==> src/include/pwmet_consts.vh <==
// Constants for the PWM event-trigger selection block.
// Assumes inclusion by bare name from the core design files.
`ifndef PWMET_CONSTS_VH
`define PWMET_CONSTS_VH

// ----------------------------------------
// Register byte offsets on APB
// ----------------------------------------
`define PWMET_OFS_SELECT    12'h000
`define PWMET_OFS_PRESCALE  12'h004
`define PWMET_ADDR_W        12

// ----------------------------------------
// Selection register fields
// ----------------------------------------
`define PWMET_SEL_B_EN      15
`define PWMET_SEL_B_SRC     14:12
`define PWMET_SEL_A_EN      11
`define PWMET_SEL_A_SRC     10:8
`define PWMET_SEL_IRQ_EN    3
`define PWMET_SEL_IRQ_SRC   2:0
`define PWMET_SEL_WMASK     16'hff0f
`define PWMET_SEL_RESET     16'h0000

// ----------------------------------------
// Prescale register fields
// ----------------------------------------
`define PWMET_PS_B_CNT      15:14
`define PWMET_PS_B_PRD      13:12
`define PWMET_PS_A_CNT      11:10
`define PWMET_PS_A_PRD      9:8
`define PWMET_PS_IRQ_CNT    3:2
`define PWMET_PS_IRQ_PRD    1:0
`define PWMET_PS_RESET      16'h0000

// ----------------------------------------
// Source codes
// ----------------------------------------
`define PWMET_SRC_DCMP      3'h0
`define PWMET_SRC_ZERO      3'h1
`define PWMET_SRC_PRD       3'h2
`define PWMET_SRC_ZERO_PRD  3'h3
`define PWMET_SRC_COMPARE_VALUE_A_UP   3'h4
`define PWMET_SRC_COMPARE_VALUE_A_DN   3'h5
`define PWMET_SRC_COMPARE_VALUE_B_UP   3'h6
`define PWMET_SRC_COMPARE_VALUE_B_DN   3'h7

`define PWMET_CTR_ZERO      16'h0000
`define PWMET_PRD_OFF       2'h0
`define PWMET_CNT_ONE       2'h1
`define PWMET_CNT_CLEAR     2'h0

// ----------------------------------------
// Read data and fill values
// ----------------------------------------
`define PWMET_PS_GAP        4'h0
`define PWMET_RD_ZERO       16'h0000
`define PWMET_RDATA_RESET   32'h0000_0000
`define PWMET_NO_EVENT      1'b0

`endif

==> src/core/pwmet_event_trigger.v <==
// Event-trigger selection with APB registers, event prescalers and outputs.
// Assumes time-base counter, compares and digital-compare events arrive
// synchronous to ref_clk, one sample per time-base clock.
//
// Decided for this implementation: the APB register port and the placing of the registers.
`default_nettype none
`include "pwmet_consts.vh"

module pwmet_event_trigger (
	// Clock and reset
	input  wire        ref_clk,
	input  wire        sys_rst,
	// APB slave
	input  wire        psel,
	input  wire        penable,
	input  wire        pwrite,
	input  wire [11:0] paddr,
	input  wire [31:0] pwdata,
	output wire        pready,
	output wire        pslverr,
	output reg  [31:0] prdata,
	// Time-base and compare values
	input  wire [15:0] timebase_count,
	input  wire [15:0] timebase_period,
	input  wire        timebase_count_up,
	input  wire [15:0] compare_value_a,
	input  wire [15:0] compare_value_b,
	// Digital-compare conversion events
	input  wire        dcmp_a_event1_conv,
	input  wire        dcmp_b_event1_conv,
	// Outputs
	output wire        conv_a_pulse,
	output wire        conv_b_pulse,
	output wire        module_irq
);

	// ----------------------------------------
	// Registers
	// ----------------------------------------
	reg  [15:0] event_trigger_select_r;
	reg  [1:0]  prd_b_r;                    // Conversion B period
	reg  [1:0]  prd_a_r;                    // Conversion A period
	reg  [1:0]  prd_irq_r;                  // Interrupt period
	reg  [15:0] tb_count_r;
	reg         tb_valid_r;
	reg  [15:0] rd_nxt;

	wire        wr_en;
	wire        rd_en;
	wire        hit_sel;
	wire        hit_ps;
	wire [15:0] prescale_view;
	wire [1:0]  cnt_a;
	wire [1:0]  cnt_b;
	wire [1:0]  cnt_irq;

	// Field views of the selection register
	wire        conv_b_pulse_enable;
	wire [2:0]  conv_b_source_select;
	wire        conv_a_pulse_enable;
	wire [2:0]  conv_a_source_select;
	wire        irq_enable;
	wire [2:0]  irq_source_select;
	assign conv_b_pulse_enable  = event_trigger_select_r[`PWMET_SEL_B_EN];
	assign conv_b_source_select = event_trigger_select_r[`PWMET_SEL_B_SRC];
	assign conv_a_pulse_enable  = event_trigger_select_r[`PWMET_SEL_A_EN];
	assign conv_a_source_select = event_trigger_select_r[`PWMET_SEL_A_SRC];
	assign irq_enable           = event_trigger_select_r[`PWMET_SEL_IRQ_EN];
	assign irq_source_select    = event_trigger_select_r[`PWMET_SEL_IRQ_SRC];

	// Period fields, B then A then interrupt
	wire [1:0]  conv_b_event_period;
	wire [1:0]  conv_a_event_period;
	wire [1:0]  irq_event_period;
	assign conv_b_event_period = prd_b_r;
	assign conv_a_event_period = prd_a_r;
	assign irq_event_period    = prd_irq_r;

	// ----------------------------------------
	// APB slave
	// ----------------------------------------

	// Phase strobes of a transfer
	wire        apb_setup;
	wire        apb_access;
	assign apb_setup  = psel && !penable;
	assign apb_access = psel && penable;

	// Zero-wait slave; pready never drops, every access ends at once
	assign pready = 1'b1;

	// Address decode; only the two word offsets are mapped
	assign hit_sel = (paddr == `PWMET_OFS_SELECT);
	assign hit_ps  = (paddr == `PWMET_OFS_PRESCALE);

	// Unmapped address errors in the access phase only
	assign pslverr = apb_access && !(hit_sel || hit_ps);

	// Write in the access phase, read capture in the setup phase
	assign wr_en = apb_access && pwrite;
	assign rd_en = apb_setup && !pwrite;

	// Per-register write strobes
	wire        wr_sel;
	wire        wr_ps;
	assign wr_sel = wr_en && hit_sel;
	assign wr_ps  = wr_en && hit_ps;

	// Write data split into the writable fields
	wire [15:0] sel_wdata;
	wire [1:0]  wdat_b_prd;
	wire [1:0]  wdat_a_prd;
	wire [1:0]  wdat_irq_prd;
	assign sel_wdata    = pwdata[15:0] & `PWMET_SEL_WMASK;
	assign wdat_b_prd   = pwdata[`PWMET_PS_B_PRD];
	assign wdat_a_prd   = pwdata[`PWMET_PS_A_PRD];
	assign wdat_irq_prd = pwdata[`PWMET_PS_IRQ_PRD];

	// Selection register; reserved bits never store a one
	always @(posedge ref_clk) begin
		if (sys_rst)
			event_trigger_select_r <= `PWMET_SEL_RESET;
		else if (wr_sel)
			event_trigger_select_r <= sel_wdata;
	end

	// Conversion B period field
	always @(posedge ref_clk) begin
		if (sys_rst)
			prd_b_r <= `PWMET_PRD_OFF;
		else if (wr_ps)
			prd_b_r <= wdat_b_prd;
	end

	// Conversion A period field
	always @(posedge ref_clk) begin
		if (sys_rst)
			prd_a_r <= `PWMET_PRD_OFF;
		else if (wr_ps)
			prd_a_r <= wdat_a_prd;
	end

	// Interrupt period field
	always @(posedge ref_clk) begin
		if (sys_rst)
			prd_irq_r <= `PWMET_PRD_OFF;
		else if (wr_ps)
			prd_irq_r <= wdat_irq_prd;
	end

	// Prescale view: counts read-only, periods read-write
	assign prescale_view = {cnt_b, conv_b_event_period, cnt_a, conv_a_event_period,
		`PWMET_PS_GAP, cnt_irq, irq_event_period};

	// Read mux; unmapped addresses read zero
	always @* begin
		rd_nxt = `PWMET_RD_ZERO;
		if (hit_sel)
			rd_nxt = event_trigger_select_r;
		else if (hit_ps)
			rd_nxt = prescale_view;
	end

	// Read data captured in setup phase, held until the next read
	always @(posedge ref_clk) begin
		if (sys_rst)
			prdata <= `PWMET_RDATA_RESET;
		else if (rd_en)
			prdata <= {`PWMET_RD_ZERO, rd_nxt};
	end

	// ----------------------------------------
	// Time-base event strobes
	// ----------------------------------------

	// Previous counter value for change detection
	always @(posedge ref_clk) begin
		if (sys_rst)
			tb_count_r <= `PWMET_CTR_ZERO;
		else
			tb_count_r <= timebase_count;
	end

	// First sample after reset counts as a change
	always @(posedge ref_clk) begin
		if (sys_rst)
			tb_valid_r <= 1'b0;
		else
			tb_valid_r <= 1'b1;
	end

	// Counter value entered this cycle: one strobe per occurrence
	wire fresh;
	assign fresh = !tb_valid_r || (timebase_count != tb_count_r);

	// Raw value matches
	wire eq_zero;
	wire eq_prd;
	wire eq_ca;
	wire eq_cb;
	assign eq_zero = (timebase_count == `PWMET_CTR_ZERO);
	assign eq_prd  = (timebase_count == timebase_period);
	assign eq_ca   = (timebase_count == compare_value_a);
	assign eq_cb   = (timebase_count == compare_value_b);

	// Count direction qualifiers
	wire dir_up;
	wire dir_dn;
	assign dir_up = timebase_count_up;
	assign dir_dn = !timebase_count_up;

	// Event strobes, one per counter value entered
	wire ev_zero;
	wire ev_prd;
	wire ev_cau;
	wire ev_cad;
	wire ev_cbu;
	wire ev_cbd;
	assign ev_zero = fresh && eq_zero;
	assign ev_prd  = fresh && eq_prd;
	assign ev_cau  = fresh && eq_ca && dir_up;
	assign ev_cad  = fresh && eq_ca && dir_dn;
	assign ev_cbu  = fresh && eq_cb && dir_up;
	assign ev_cbd  = fresh && eq_cb && dir_dn;

	// Interrupt selector has no digital-compare source
	wire irq_dcmp_none;
	assign irq_dcmp_none = `PWMET_NO_EVENT;

	// Picked event of each selector
	wire sel_a;
	wire sel_b;
	wire sel_irq;

	// ----------------------------------------
	// Source selectors
	// ----------------------------------------

	// Conversion A source
	pwmet_src_mux u_mux_a (
		.sel        (conv_a_source_select),
		.dcmp_ev    (dcmp_a_event1_conv),
		.ev_zero    (ev_zero),
		.ev_prd     (ev_prd),
		.ev_compare_value_a_up (ev_cau),
		.ev_compare_value_a_dn (ev_cad),
		.ev_compare_value_b_up (ev_cbu),
		.ev_compare_value_b_dn (ev_cbd),
		.ev_out     (sel_a)
	);

	// Conversion B source
	pwmet_src_mux u_mux_b (
		.sel        (conv_b_source_select),
		.dcmp_ev    (dcmp_b_event1_conv),
		.ev_zero    (ev_zero),
		.ev_prd     (ev_prd),
		.ev_compare_value_a_up (ev_cau),
		.ev_compare_value_a_dn (ev_cad),
		.ev_compare_value_b_up (ev_cbu),
		.ev_compare_value_b_dn (ev_cbd),
		.ev_out     (sel_b)
	);

	// Interrupt source; reserved code feeds no event
	pwmet_src_mux u_mux_irq (
		.sel        (irq_source_select),
		.dcmp_ev    (irq_dcmp_none),
		.ev_zero    (ev_zero),
		.ev_prd     (ev_prd),
		.ev_compare_value_a_up (ev_cau),
		.ev_compare_value_a_dn (ev_cad),
		.ev_compare_value_b_up (ev_cbu),
		.ev_compare_value_b_dn (ev_cbd),
		.ev_out     (sel_irq)
	);

	// ----------------------------------------
	// Prescalers
	// ----------------------------------------

	// Registered pulses from the prescalers
	wire pulse_a;
	wire pulse_b;
	wire pulse_irq;

	// Conversion A prescaler, gated by its enable
	pwmet_prescaler u_ps_a (
		.ref_clk (ref_clk),
		.sys_rst (sys_rst),
		.enable  (conv_a_pulse_enable),
		.period  (conv_a_event_period),
		.ev_in   (sel_a),
		.count_r (cnt_a),
		.pulse_r (pulse_a)
	);

	// Conversion B prescaler, gated by its enable
	pwmet_prescaler u_ps_b (
		.ref_clk (ref_clk),
		.sys_rst (sys_rst),
		.enable  (conv_b_pulse_enable),
		.period  (conv_b_event_period),
		.ev_in   (sel_b),
		.count_r (cnt_b),
		.pulse_r (pulse_b)
	);

	// Interrupt prescaler, gated by its enable
	pwmet_prescaler u_ps_irq (
		.ref_clk (ref_clk),
		.sys_rst (sys_rst),
		.enable  (irq_enable),
		.period  (irq_event_period),
		.ev_in   (sel_irq),
		.count_r (cnt_irq),
		.pulse_r (pulse_irq)
	);

	// ----------------------------------------
	// Outputs
	// ----------------------------------------

	// One-cycle pulses straight from flip-flops
	assign conv_a_pulse = pulse_a;
	assign conv_b_pulse = pulse_b;
	assign module_irq   = pulse_irq;

endmodule
`default_nettype wire

==> src/core/pwmet_src_mux.v <==
// Source selector: picks the digital-compare event, one time-base event or zero-or-period by a 3-bit code.
// Assumes the event inputs are one-cycle strobes in the ref_clk domain.
`default_nettype none
`include "pwmet_consts.vh"

module pwmet_src_mux (
	// Selection
	input  wire [2:0] sel,
	input  wire       dcmp_ev,
	// Time-base strobes
	input  wire       ev_zero,
	input  wire       ev_prd,
	input  wire       ev_compare_value_a_up,
	input  wire       ev_compare_value_a_dn,
	input  wire       ev_compare_value_b_up,
	input  wire       ev_compare_value_b_dn,
	// Picked event
	output reg        ev_out
);

	// Code to event
	always @* begin
		case (sel)
			`PWMET_SRC_DCMP:     ev_out = dcmp_ev;
			`PWMET_SRC_ZERO:     ev_out = ev_zero;
			`PWMET_SRC_PRD:      ev_out = ev_prd;
			`PWMET_SRC_ZERO_PRD: ev_out = ev_zero | ev_prd;
			`PWMET_SRC_COMPARE_VALUE_A_UP:  ev_out = ev_compare_value_a_up;
			`PWMET_SRC_COMPARE_VALUE_A_DN:  ev_out = ev_compare_value_a_dn;
			`PWMET_SRC_COMPARE_VALUE_B_UP:  ev_out = ev_compare_value_b_up;
			`PWMET_SRC_COMPARE_VALUE_B_DN:  ev_out = ev_compare_value_b_dn;
			default:             ev_out = 1'b0;
		endcase
	end

endmodule
`default_nettype wire

==> src/core/pwmet_prescaler.v <==
// Event prescaler: counts selected events, pulses on the programmed count.
// Assumes ev_in is a one-cycle strobe; period 0 disables the counter.
`default_nettype none
`include "pwmet_consts.vh"

module pwmet_prescaler (
	// Clock and reset
	input  wire       ref_clk,
	input  wire       sys_rst,
	// Control
	input  wire       enable,
	input  wire [1:0] period,
	input  wire       ev_in,
	// Status
	output reg  [1:0] count_r,
	output reg        pulse_r
);

	reg [1:0] count_nxt;
	wire      hit;

	// Count at or past period-1 on this event; a shrunk period fires at once
	assign hit = ev_in && (period != `PWMET_PRD_OFF)
		&& (count_r >= (period - `PWMET_CNT_ONE));

	// Next count
	always @* begin
		count_nxt = count_r;
		if (period == `PWMET_PRD_OFF)
			count_nxt = `PWMET_CNT_CLEAR;
		else if (hit && enable)
			count_nxt = `PWMET_CNT_CLEAR;
		else if (ev_in && !hit)
			count_nxt = count_r + `PWMET_CNT_ONE;
	end

	// Count and pulse registers; pulse ignores any earlier flag
	always @(posedge ref_clk) begin
		if (sys_rst) begin
			count_r <= `PWMET_CNT_CLEAR;
			pulse_r <= 1'b0;
		end else begin
			count_r <= count_nxt;
			pulse_r <= hit && enable;
		end
	end

endmodule
`default_nettype wire

==> config.mk <==
export PLATFORM = sky130hd
export DESIGN_NAME = pwmet_event_trigger
export DESIGN_NICKNAME = d
export VERILOG_FILES = /design/src/core/pwmet_event_trigger.v /design/src/core/pwmet_src_mux.v /design/src/core/pwmet_prescaler.v
export VERILOG_INCLUDE_DIRS = /design/src /design/src/include
export SDC_FILE = /design/constraint.sdc
export NUM_CORES = 1
export LEC_CHECK = 0
export ABC_AREA = 0
export BUFFER_PORTS_ARGS = -buffer_cell sky130_fd_sc_hd__clkbuf_2
export CAP_MARGIN = 20
export CORE_MARGIN = 5
export CORE_UTILIZATION = 44
export DETAILED_ROUTE_END_ITERATION = 8
export GPL_TIMING_DRIVEN = 0
export PLACE_DENSITY = 0.77
export SYNTH_ARGS = -nofsm -noshare
export SYNTH_HDL_FRONTEND = slang
export SYNTH_SLANG_ARGS = --single-unit
==> constraint.sdc <==
create_clock -name ref_clk -period 2.2 [get_ports ref_clk]
set_input_delay 0.22 -clock ref_clk [delete_from_list [all_inputs] [get_ports ref_clk]]
set_output_delay 0.22 -clock ref_clk [all_outputs]
set_load 0.01 [all_outputs]
# After elaboration in Yosys (flattened, before gate mapping)
# Index checks and enable logic that the tools add are counted.
[classes]
n_eq_ne = 26
mux = 6
addsub = 6
n_lt_le_gt_ge = 3
reduce_logical = 51
bitwise_logic = 1
[op_table]
columns = ["operator", "n"]
rows = [
  ["$eq 16x16->1", 3],
  ["$eq 3x3->1 const B", 12],
  ["$mux 16", 2],
  ["$logic_and 1x1->1", 27],
  ["$pmux 1 s8", 3],
  ["$eq 3x2->1 const B", 6],
  ["$logic_not 16->1", 1],
  ["$ne 16x16->1", 1],
  ["$eq 12x3->1 const B", 1],
  ["$logic_not 12->1", 1],
  ["$eq 3x1->1 const B", 3],
  ["$logic_not 3->1", 3],
  ["$reduce_or 3->1", 3],
  ["$logic_not 1->1", 8],
  ["$add 2x1->2 const B", 3],
  ["$ge 2x2->1", 3],
  ["$logic_not 2->1", 3],
  ["$reduce_bool 2->1", 3],
  ["$sub 2x1->2 const B", 3],
  ["$logic_or 1x1->1", 2],
  ["$mux 1", 1],
  ["$or 1x1->1", 1],
]
[totals]
ff_bits = 60
input_bits = 116
out_inout_bits = 37

# Depth between registers and ports, before layout
[depth]
word_depth = 9
mapped_depth = 8

# By module
# From an unflattened synthesis, not the netlist that was laid out.
[unflattened]
cells_unflattened = 383
area_unflattened_um2 = 3537.1
[by_module_without_submodules]
columns = ["module", "n_inst", "seq_area_each_um2", "cells_each", "area_each_um2"]
rows = [
  ["pwmet_event_trigger", 1, 940.9, 293, 2703.8],
  ["pwmet_prescaler", 3, 60.1, 25, 230.2],
  ["pwmet_src_mux", 3, 0.0, 5, 47.5],
]

# Worst setup path after synthesis
# OpenSTA, ideal clock, no wires.
[synth_path]
kind = "input -> register"
start = "in timebase_count[2]"
end = "reg u_ps_b.count_r[0]"
t_required_ns = 2.078
setup_time_ns = 0.122
slack_ns = 0.006
arrival_ns = 2.073
path_stages = 8
n_path_buf = 1
path_cell_list = "buf_2 -> xor2_1 -> nor4_1 -> nand4_1 -> mux2_2 -> o31a_1 -> or2_4 -> o311a_1"
[synth_between]
elab_chain_cells = 9
word_cells_on_any_way = 22
cone_classes = "eq/ne: 4; mux: 1; bitwise: 1; reduce/logical: 16"
[synth_rtl]
columns = ["element", "line", "text"]
rows = [
  ["start, declared", "pwmet_event_trigger.v:23", "input wire [15:0] timebase_count,"],
  ["$ne 16x16->1", "pwmet_event_trigger.v:194", "assign fresh = !tb_valid_r || (timebase_count != tb_count_r);"],
  ["$logic_or 1x1->1", "pwmet_event_trigger.v:194", ""],
  ["$logic_and 1x1->1, on equally long branches", "--", ""],
  ["$or 1x1->1, or another cell as far along", "pwmet_src_mux.v:27", "`PWMET_SRC_ZERO_PRD: ev_out = ev_zero | ev_prd;"],
  ["$pmux 1 s8 (*)", "pwmet_src_mux.v:23", "case (sel)"],
  ["$logic_and 1x1->1 (2 in a row)", "pwmet_prescaler.v:23", "assign hit = ev_in && (period != `PWMET_PRD_OFF)"],
  ["$logic_and 1x1->1 or $logic_not 1->1 (tied branches)", "pwmet_prescaler.v:31, pwmet_prescaler.v:33", ""],
  ["$reduce_or 3->1 (no source line) or $logic_and 1x1->1 (tied branches)", "--", ""],
  ["end signal, assigned", "pwmet_prescaler.v:40", "count_r <= `PWMET_CNT_CLEAR;"],
  ["end signal, assigned", "pwmet_prescaler.v:43", "count_r <= count_nxt;"],
  ["end, declared", "pwmet_prescaler.v:15", "output reg [1:0] count_r,"],
]
# Every way passes the cells marked *; elsewhere a longest branch is shown, timed or not.
# A chain may end at the register's enable or synchronous reset.

# Final worst setup path
[layout_path]
start = "in timebase_count[8]"
end = "reg u_ps_b.count_r[0]"
# The elaborated chain is that of the path after synthesis.

==> flow_summary.html <==
<table>
<tr><th>Metric</th><th>Value</th></tr>
<tr><th colspan="2">Routing</th></tr>
<tr><td>Drc violations</td><td>0</td></tr>
<tr><td>Per-cell via count in the routed design</td><td>5.217</td></tr>
<tr><td>Number of DRC markers in iteration 0</td><td>195</td></tr>
<tr><td>Routed WL</td><td>10.17 mm</td></tr>
<tr><td>First-pass DRT Iterations</td><td>4</td></tr>
<tr><td>Count of antenna-violating nets left after detailed routing</td><td>0</td></tr>
<tr><td>Total via count after detailed routing</td><td>3480</td></tr>
<tr><td>Average wire length per cell after detail routing</td><td>15.24 um</td></tr>
<tr><th colspan="2">Placed design</th></tr>
<tr><td>DPL Wire Length</td><td>8.053 mm</td></tr>
<tr><td>Buffers on Ports</td><td>93</td></tr>
<tr><td>Post-detailed-placement cell area</td><td>4319 um2</td></tr>
<tr><td>RD Place Congestion</td><td>0.8908</td></tr>
<tr><th colspan="2">Die</th></tr>
<tr><td>Die outline area</td><td>10220 um2</td></tr>
<tr><td>Die Ht</td><td>101.1 um</td></tr>
<tr><td>Number of primary I/O pins</td><td>153</td></tr>
<tr><td>Floorplan core area</td><td>8134 um2</td></tr>
<tr><td>Number of rows in the core area</td><td>33</td></tr>
<tr><td>Die outline width</td><td>101.1 um</td></tr>
<tr><td>Initial core utilization</td><td>44.89%</td></tr>
<tr><th colspan="2">STA</th></tr>
<tr><td>Unrepaired setup endpoints after global routing</td><td>yes</td></tr>
<tr><td>Post-route minimum period</td><td>2.241 ns</td></tr>
<tr><td>Final setup violation count</td><td>1</td></tr>
<tr><td>Slew at the pin closest to its max-slew limit</td><td>0.5774 ns</td></tr>
<tr><td>Slew headroom</td><td>61.19%</td></tr>
<tr><td>Hold violation count in the final report</td><td>0</td></tr>
<tr><td>Crit share post-route</td><td>101.9%</td></tr>
<tr><td>Post-route clock skew</td><td>0.01023 ns</td></tr>
<tr><td>Total count of max-transition violations in the final report</td><td>0</td></tr>
<tr><td>Max Clk Rate</td><td>446.3 MHz</td></tr>
<tr><td>Worst setup margin</td><td>-0.04073 ns</td></tr>
<tr><th colspan="2">Finish</th></tr>
<tr><td>Most used cells in the layout excluding fill and tap cells</td><td>sky130_fd_sc_hd__clkbuf_2, sky130_fd_sc_hd__xor2_1, sky130_fd_sc_hd__dfxtp_1, sky130_fd_sc_hd__nand2_1, sky130_fd_sc_hd__a21oi_1</td></tr>
<tr><td>Share of the core filled with cells</td><td>55.64%</td></tr>
<tr><td>Final net count</td><td>686</td></tr>
<tr><td>Count of antenna diodes in the layout</td><td>0</td></tr>
<tr><td>Most common cell after layout, fill and taps aside</td><td>sky130_fd_sc_hd__clkbuf_2</td></tr>
<tr><td>Layout overhead on the synthesized area</td><td>23.95%</td></tr>
<tr><td>Area of all placed cells without fillers</td><td>4526 um2</td></tr>
<tr><td>Ratio of cells with drive above 1 in the final layout</td><td>31.49%</td></tr>
<tr><th colspan="2">Logic synthesis</th></tr>
<tr><td>Post-synthesis share of cell area spent on and, or, nand and nor gates</td><td>24.06%</td></tr>
<tr><td>Largest family of logic cells by synthesized area</td><td>simple AND/OR/NAND/NOR gates</td></tr>
<tr><td>Post-synthesis sequential element count</td><td>56</td></tr>
<tr><td>Synth cell types</td><td>53</td></tr>
<tr><td>XOR/XNOR Fraction of Synth Area</td><td>15.83%</td></tr>
<tr><td>Combined area of all synthesized cells</td><td>3651 um2</td></tr>
<tr><td>Commonest register cell after synthesis</td><td>sky130_fd_sc_hd__dfxtp_1</td></tr>
<tr><td>Share of synthesized flip-flops with an asynchronous set or reset</td><td>0%</td></tr>
<tr><td>Sequential-to-total area share from yosys stat</td><td>30.71%</td></tr>
<tr><td>EDFF count, synth</td><td>0</td></tr>
<tr><td>Ys Warns</td><td>0</td></tr>
<tr><td>Synthesized instance count</td><td>438</td></tr>
<tr><td>Multiplexer area fraction after synthesis</td><td>3.701%</td></tr>
<tr><td>Synthesized-area fraction occupied by ao, oa, aoi and oai cells</td><td>11.93%</td></tr>
<tr><td>Area share of fa/ha/maj cells after synthesis</td><td>3.084%</td></tr>
<tr><td>Mean instance size in the synthesized netlist</td><td>8.336 um2</td></tr>
<tr><th colspan="2">CTS</th></tr>
<tr><td>Worst-skew pair later-pin latency</td><td>0.31 ns</td></tr>
<tr><td>TritonCTS clock tree</td><td>done</td></tr>
<tr><td>CTS Buffer Depth</td><td>2</td></tr>
<tr><td>Count of H-tree levels built during CTS</td><td>2</td></tr>
<tr><td>Clock sinks</td><td>56</td></tr>
<tr><td>Clock transition at the registers of the reported paths</td><td>0.10 ns</td></tr>
<tr><td>CTS root buf</td><td>sky130_fd_sc_hd__clkbuf_8</td></tr>
<tr><td>Inserted Clock Buffers</td><td>5</td></tr>
<tr><td>Count of hold-fix buffers inserted at cts</td><td>0</td></tr>
<tr><th colspan="2">Critical path</th></tr>
<tr><td>Kind of launch point of the worst setup path</td><td>input port</td></tr>
<tr><td>Largest fanout on the critical path</td><td>6</td></tr>
<tr><td>Crit. End Element</td><td>flop</td></tr>
<tr><td>Critical path arrival</td><td>2.45 ns</td></tr>
<tr><td>Critical path start-end classification</td><td>input port to flop</td></tr>
<tr><td>Crit path required time</td><td>2.41 ns</td></tr>
<tr><th colspan="2">GRT</th></tr>
<tr><td>Overall routing resource usage</td><td>19.40%</td></tr>
<tr><td>Initial antenna violation count</td><td>0</td></tr>
<tr><td>Pin count of the biggest net entering global routing</td><td>17</td></tr>
<tr><td>Grt total ovfl</td><td>0</td></tr>
<tr><td>Number of global-route vias before repair</td><td>3458</td></tr>
<tr><td>Global-route wire length before repair</td><td>16.01 mm</td></tr>
<tr><th colspan="2">Worst hold path</th></tr>
<tr><td>Type of the most critical hold path</td><td>input port to flop</td></tr>
<tr><th colspan="2">Pwr</th></tr>
<tr><td>P_leak</td><td>0.001890 uW</td></tr>
<tr><td>Power density over cell area</td><td>444.1 nW/um2</td></tr>
<tr><td>Maximum ir drop on the vdd rail</td><td>0.2437 mV</td></tr>
<tr><th colspan="2">Outcome</th></tr>
<tr><td>Failing checks</td><td>negative setup slack</td></tr>
<tr><td>Run status</td><td>finished, violations left</td></tr>
<tr><th colspan="2">Flow run</th></tr>
<tr><td>Max capacitance violation total</td><td>0</td></tr>
</table>
sequential cells by signal, summed over array words and instances, names as in the netlist:
register and cells:
conv_a_event_period 2, conv_b_event_period 2, event_trigger_select_r 12, irq_event_period 2, prdata 12, tb_count_r 16
tb_valid_r 1, u_ps_a.count_r 2, u_ps_a.pulse_r 1, u_ps_b.count_r 2, u_ps_b.pulse_r 1, u_ps_irq.count_r 2
u_ps_irq.pulse_r 1
cell families after synthesis:
group | count (synthesis)
XOR/XNOR | 66
AO/OA/AOI/OAI | 70
buffers and inverters | 64
other | 2
multiplexers | 12
flip-flops | 56
AND/OR/NAND/NOR | 159
adder cells (fa/ha/maj) | 9
power by group:
group	switching [uW]	internal [uW]
Combinational	201	183
Clock	331	257
Sequential	7.33	1030
timing repair:
item	CTS	global route
cloned	0	0
pin swaps	7	4
setup endpoints to repair	6	17
setup buffers	3	2
hold endpoints to repair	0	0
resized for setup	11	7
worst max-delay path, cell delays in order:
cell and delay, ns:
sky130_fd_sc_hd__buf_2 0.16, sky130_fd_sc_hd__xor2_1 0.18, sky130_fd_sc_hd__nor4_2 0.36, sky130_fd_sc_hd__nand4_1 0.26
sky130_fd_sc_hd__mux2_2 0.34, sky130_fd_sc_hd__o31a_1 0.34, sky130_fd_sc_hd__or2_4 0.26, sky130_fd_sc_hd__o311a_1 0.33
area by class of cell:
class | count | area [um2]
plain buffers | 50 | 334.1
clock buffers | 7 | 86.33
clock inverters | 1 | 7.507
fillers | 761 | 3608
inverters | 13 | 48.80
multi-input cells | 337 | 2292
flip-flops and latches | 56 | 1122
well taps | 105 | 131.4
repair buffers | 98 | 503.0
Yosys cell counts (2+ instances only):
cell                       instances  area share [%]
sky130_fd_sc_hd__or3b_2            2            0.48
sky130_fd_sc_hd__xnor2_1          10             2.4
sky130_fd_sc_hd__nand3_1          15             2.1
sky130_fd_sc_hd__nor3_1            3            0.41
sky130_fd_sc_hd__nand3b_1          3            0.62
sky130_fd_sc_hd__o21ai_0          12             1.6
sky130_fd_sc_hd__nor4b_2           2            0.82
sky130_fd_sc_hd__ha_1              9             3.1
sky130_fd_sc_hd__a211oi_1          3            0.62
sky130_fd_sc_hd__nor4_1           21             3.6
sky130_fd_sc_hd__nand2b_1          6             1.0
sky130_fd_sc_hd__o31ai_1           2            0.41
sky130_fd_sc_hd__dfxtp_1          56              31
sky130_fd_sc_hd__or4_1             2            0.41
sky130_fd_sc_hd__o221ai_1          2            0.48
sky130_fd_sc_hd__o31a_1            2            0.48
sky130_fd_sc_hd__a21oi_1          34             4.7
sky130_fd_sc_hd__nor2_1           11             1.1
sky130_fd_sc_hd__clkbuf_1         15             1.5
sky130_fd_sc_hd__nand4_1           6             1.0
sky130_fd_sc_hd__nand4b_1          4            0.96
sky130_fd_sc_hd__and2_1            2            0.34
sky130_fd_sc_hd__conb_1            2            0.21
sky130_fd_sc_hd__a21boi_0          2            0.41
sky130_fd_sc_hd__nand2_1          53             5.4
sky130_fd_sc_hd__and4_1            3            0.72
sky130_fd_sc_hd__buf_6             7             2.2
sky130_fd_sc_hd__mux2_2           12             3.7
sky130_fd_sc_hd__xor2_1           56              13
sky130_fd_sc_hd__nor3b_1           2            0.41
sky130_fd_sc_hd__o211ai_1          2            0.41
sky130_fd_sc_hd__nor2b_1          17             2.9
sky130_fd_sc_hd__buf_4            22             4.5
sky130_fd_sc_hd__buf_2             6            0.82
sky130_fd_sc_hd__or2_2             2            0.34
sky130_fd_sc_hd__inv_1            13             1.3
per-stage QoR:
stage | setup TNS [ns] | std cells | total power (uW) | setup WS (ns) | hold WS [ns]
finish | -0.04073 | 667 | 2010 | -0.04073 | 0.1374
global route | -0.2614 | 667 | 2088 | -0.09058 | 0.1328
CTS | -0.04344 | 666 | 2003 | -0.02395 | 0.1325
detailed placement | -4.018 | 655 | 1424 | -0.4562 | 0.4435
global placement | -3.179 | 655 | 1414 | -0.4305 | 0.4432
floorplan | 0 | 457 | 1296 | 0.005844 | 0.3605
worst paths after layout:
check | start | endpoint | slack (ns) | depth (start not counted)
setup / recovery | timebase_count[8] | u_ps_b.count_r[0] | -0.04 | 8
hold / removal | pwdata[14] | event_trigger_select_r[14] | 0.14 | 3
setup reg to reg | tb_count_r[4] | u_ps_b.count_r[0] | 0.02 | 7
hold reg to reg | prdata[0] | prdata[0] | 0.46 | 2
metal layers:
metal	vias up	global-route usage (%)	wire length, um
met5	-	0	0
met4	0	8.078	272
met3	24	3.253	678
met2	132	32.09	5057
met1	1614	24.89	4159
li1	1710	-	-
Note: power is estimated with default switching activity, not from simulation.
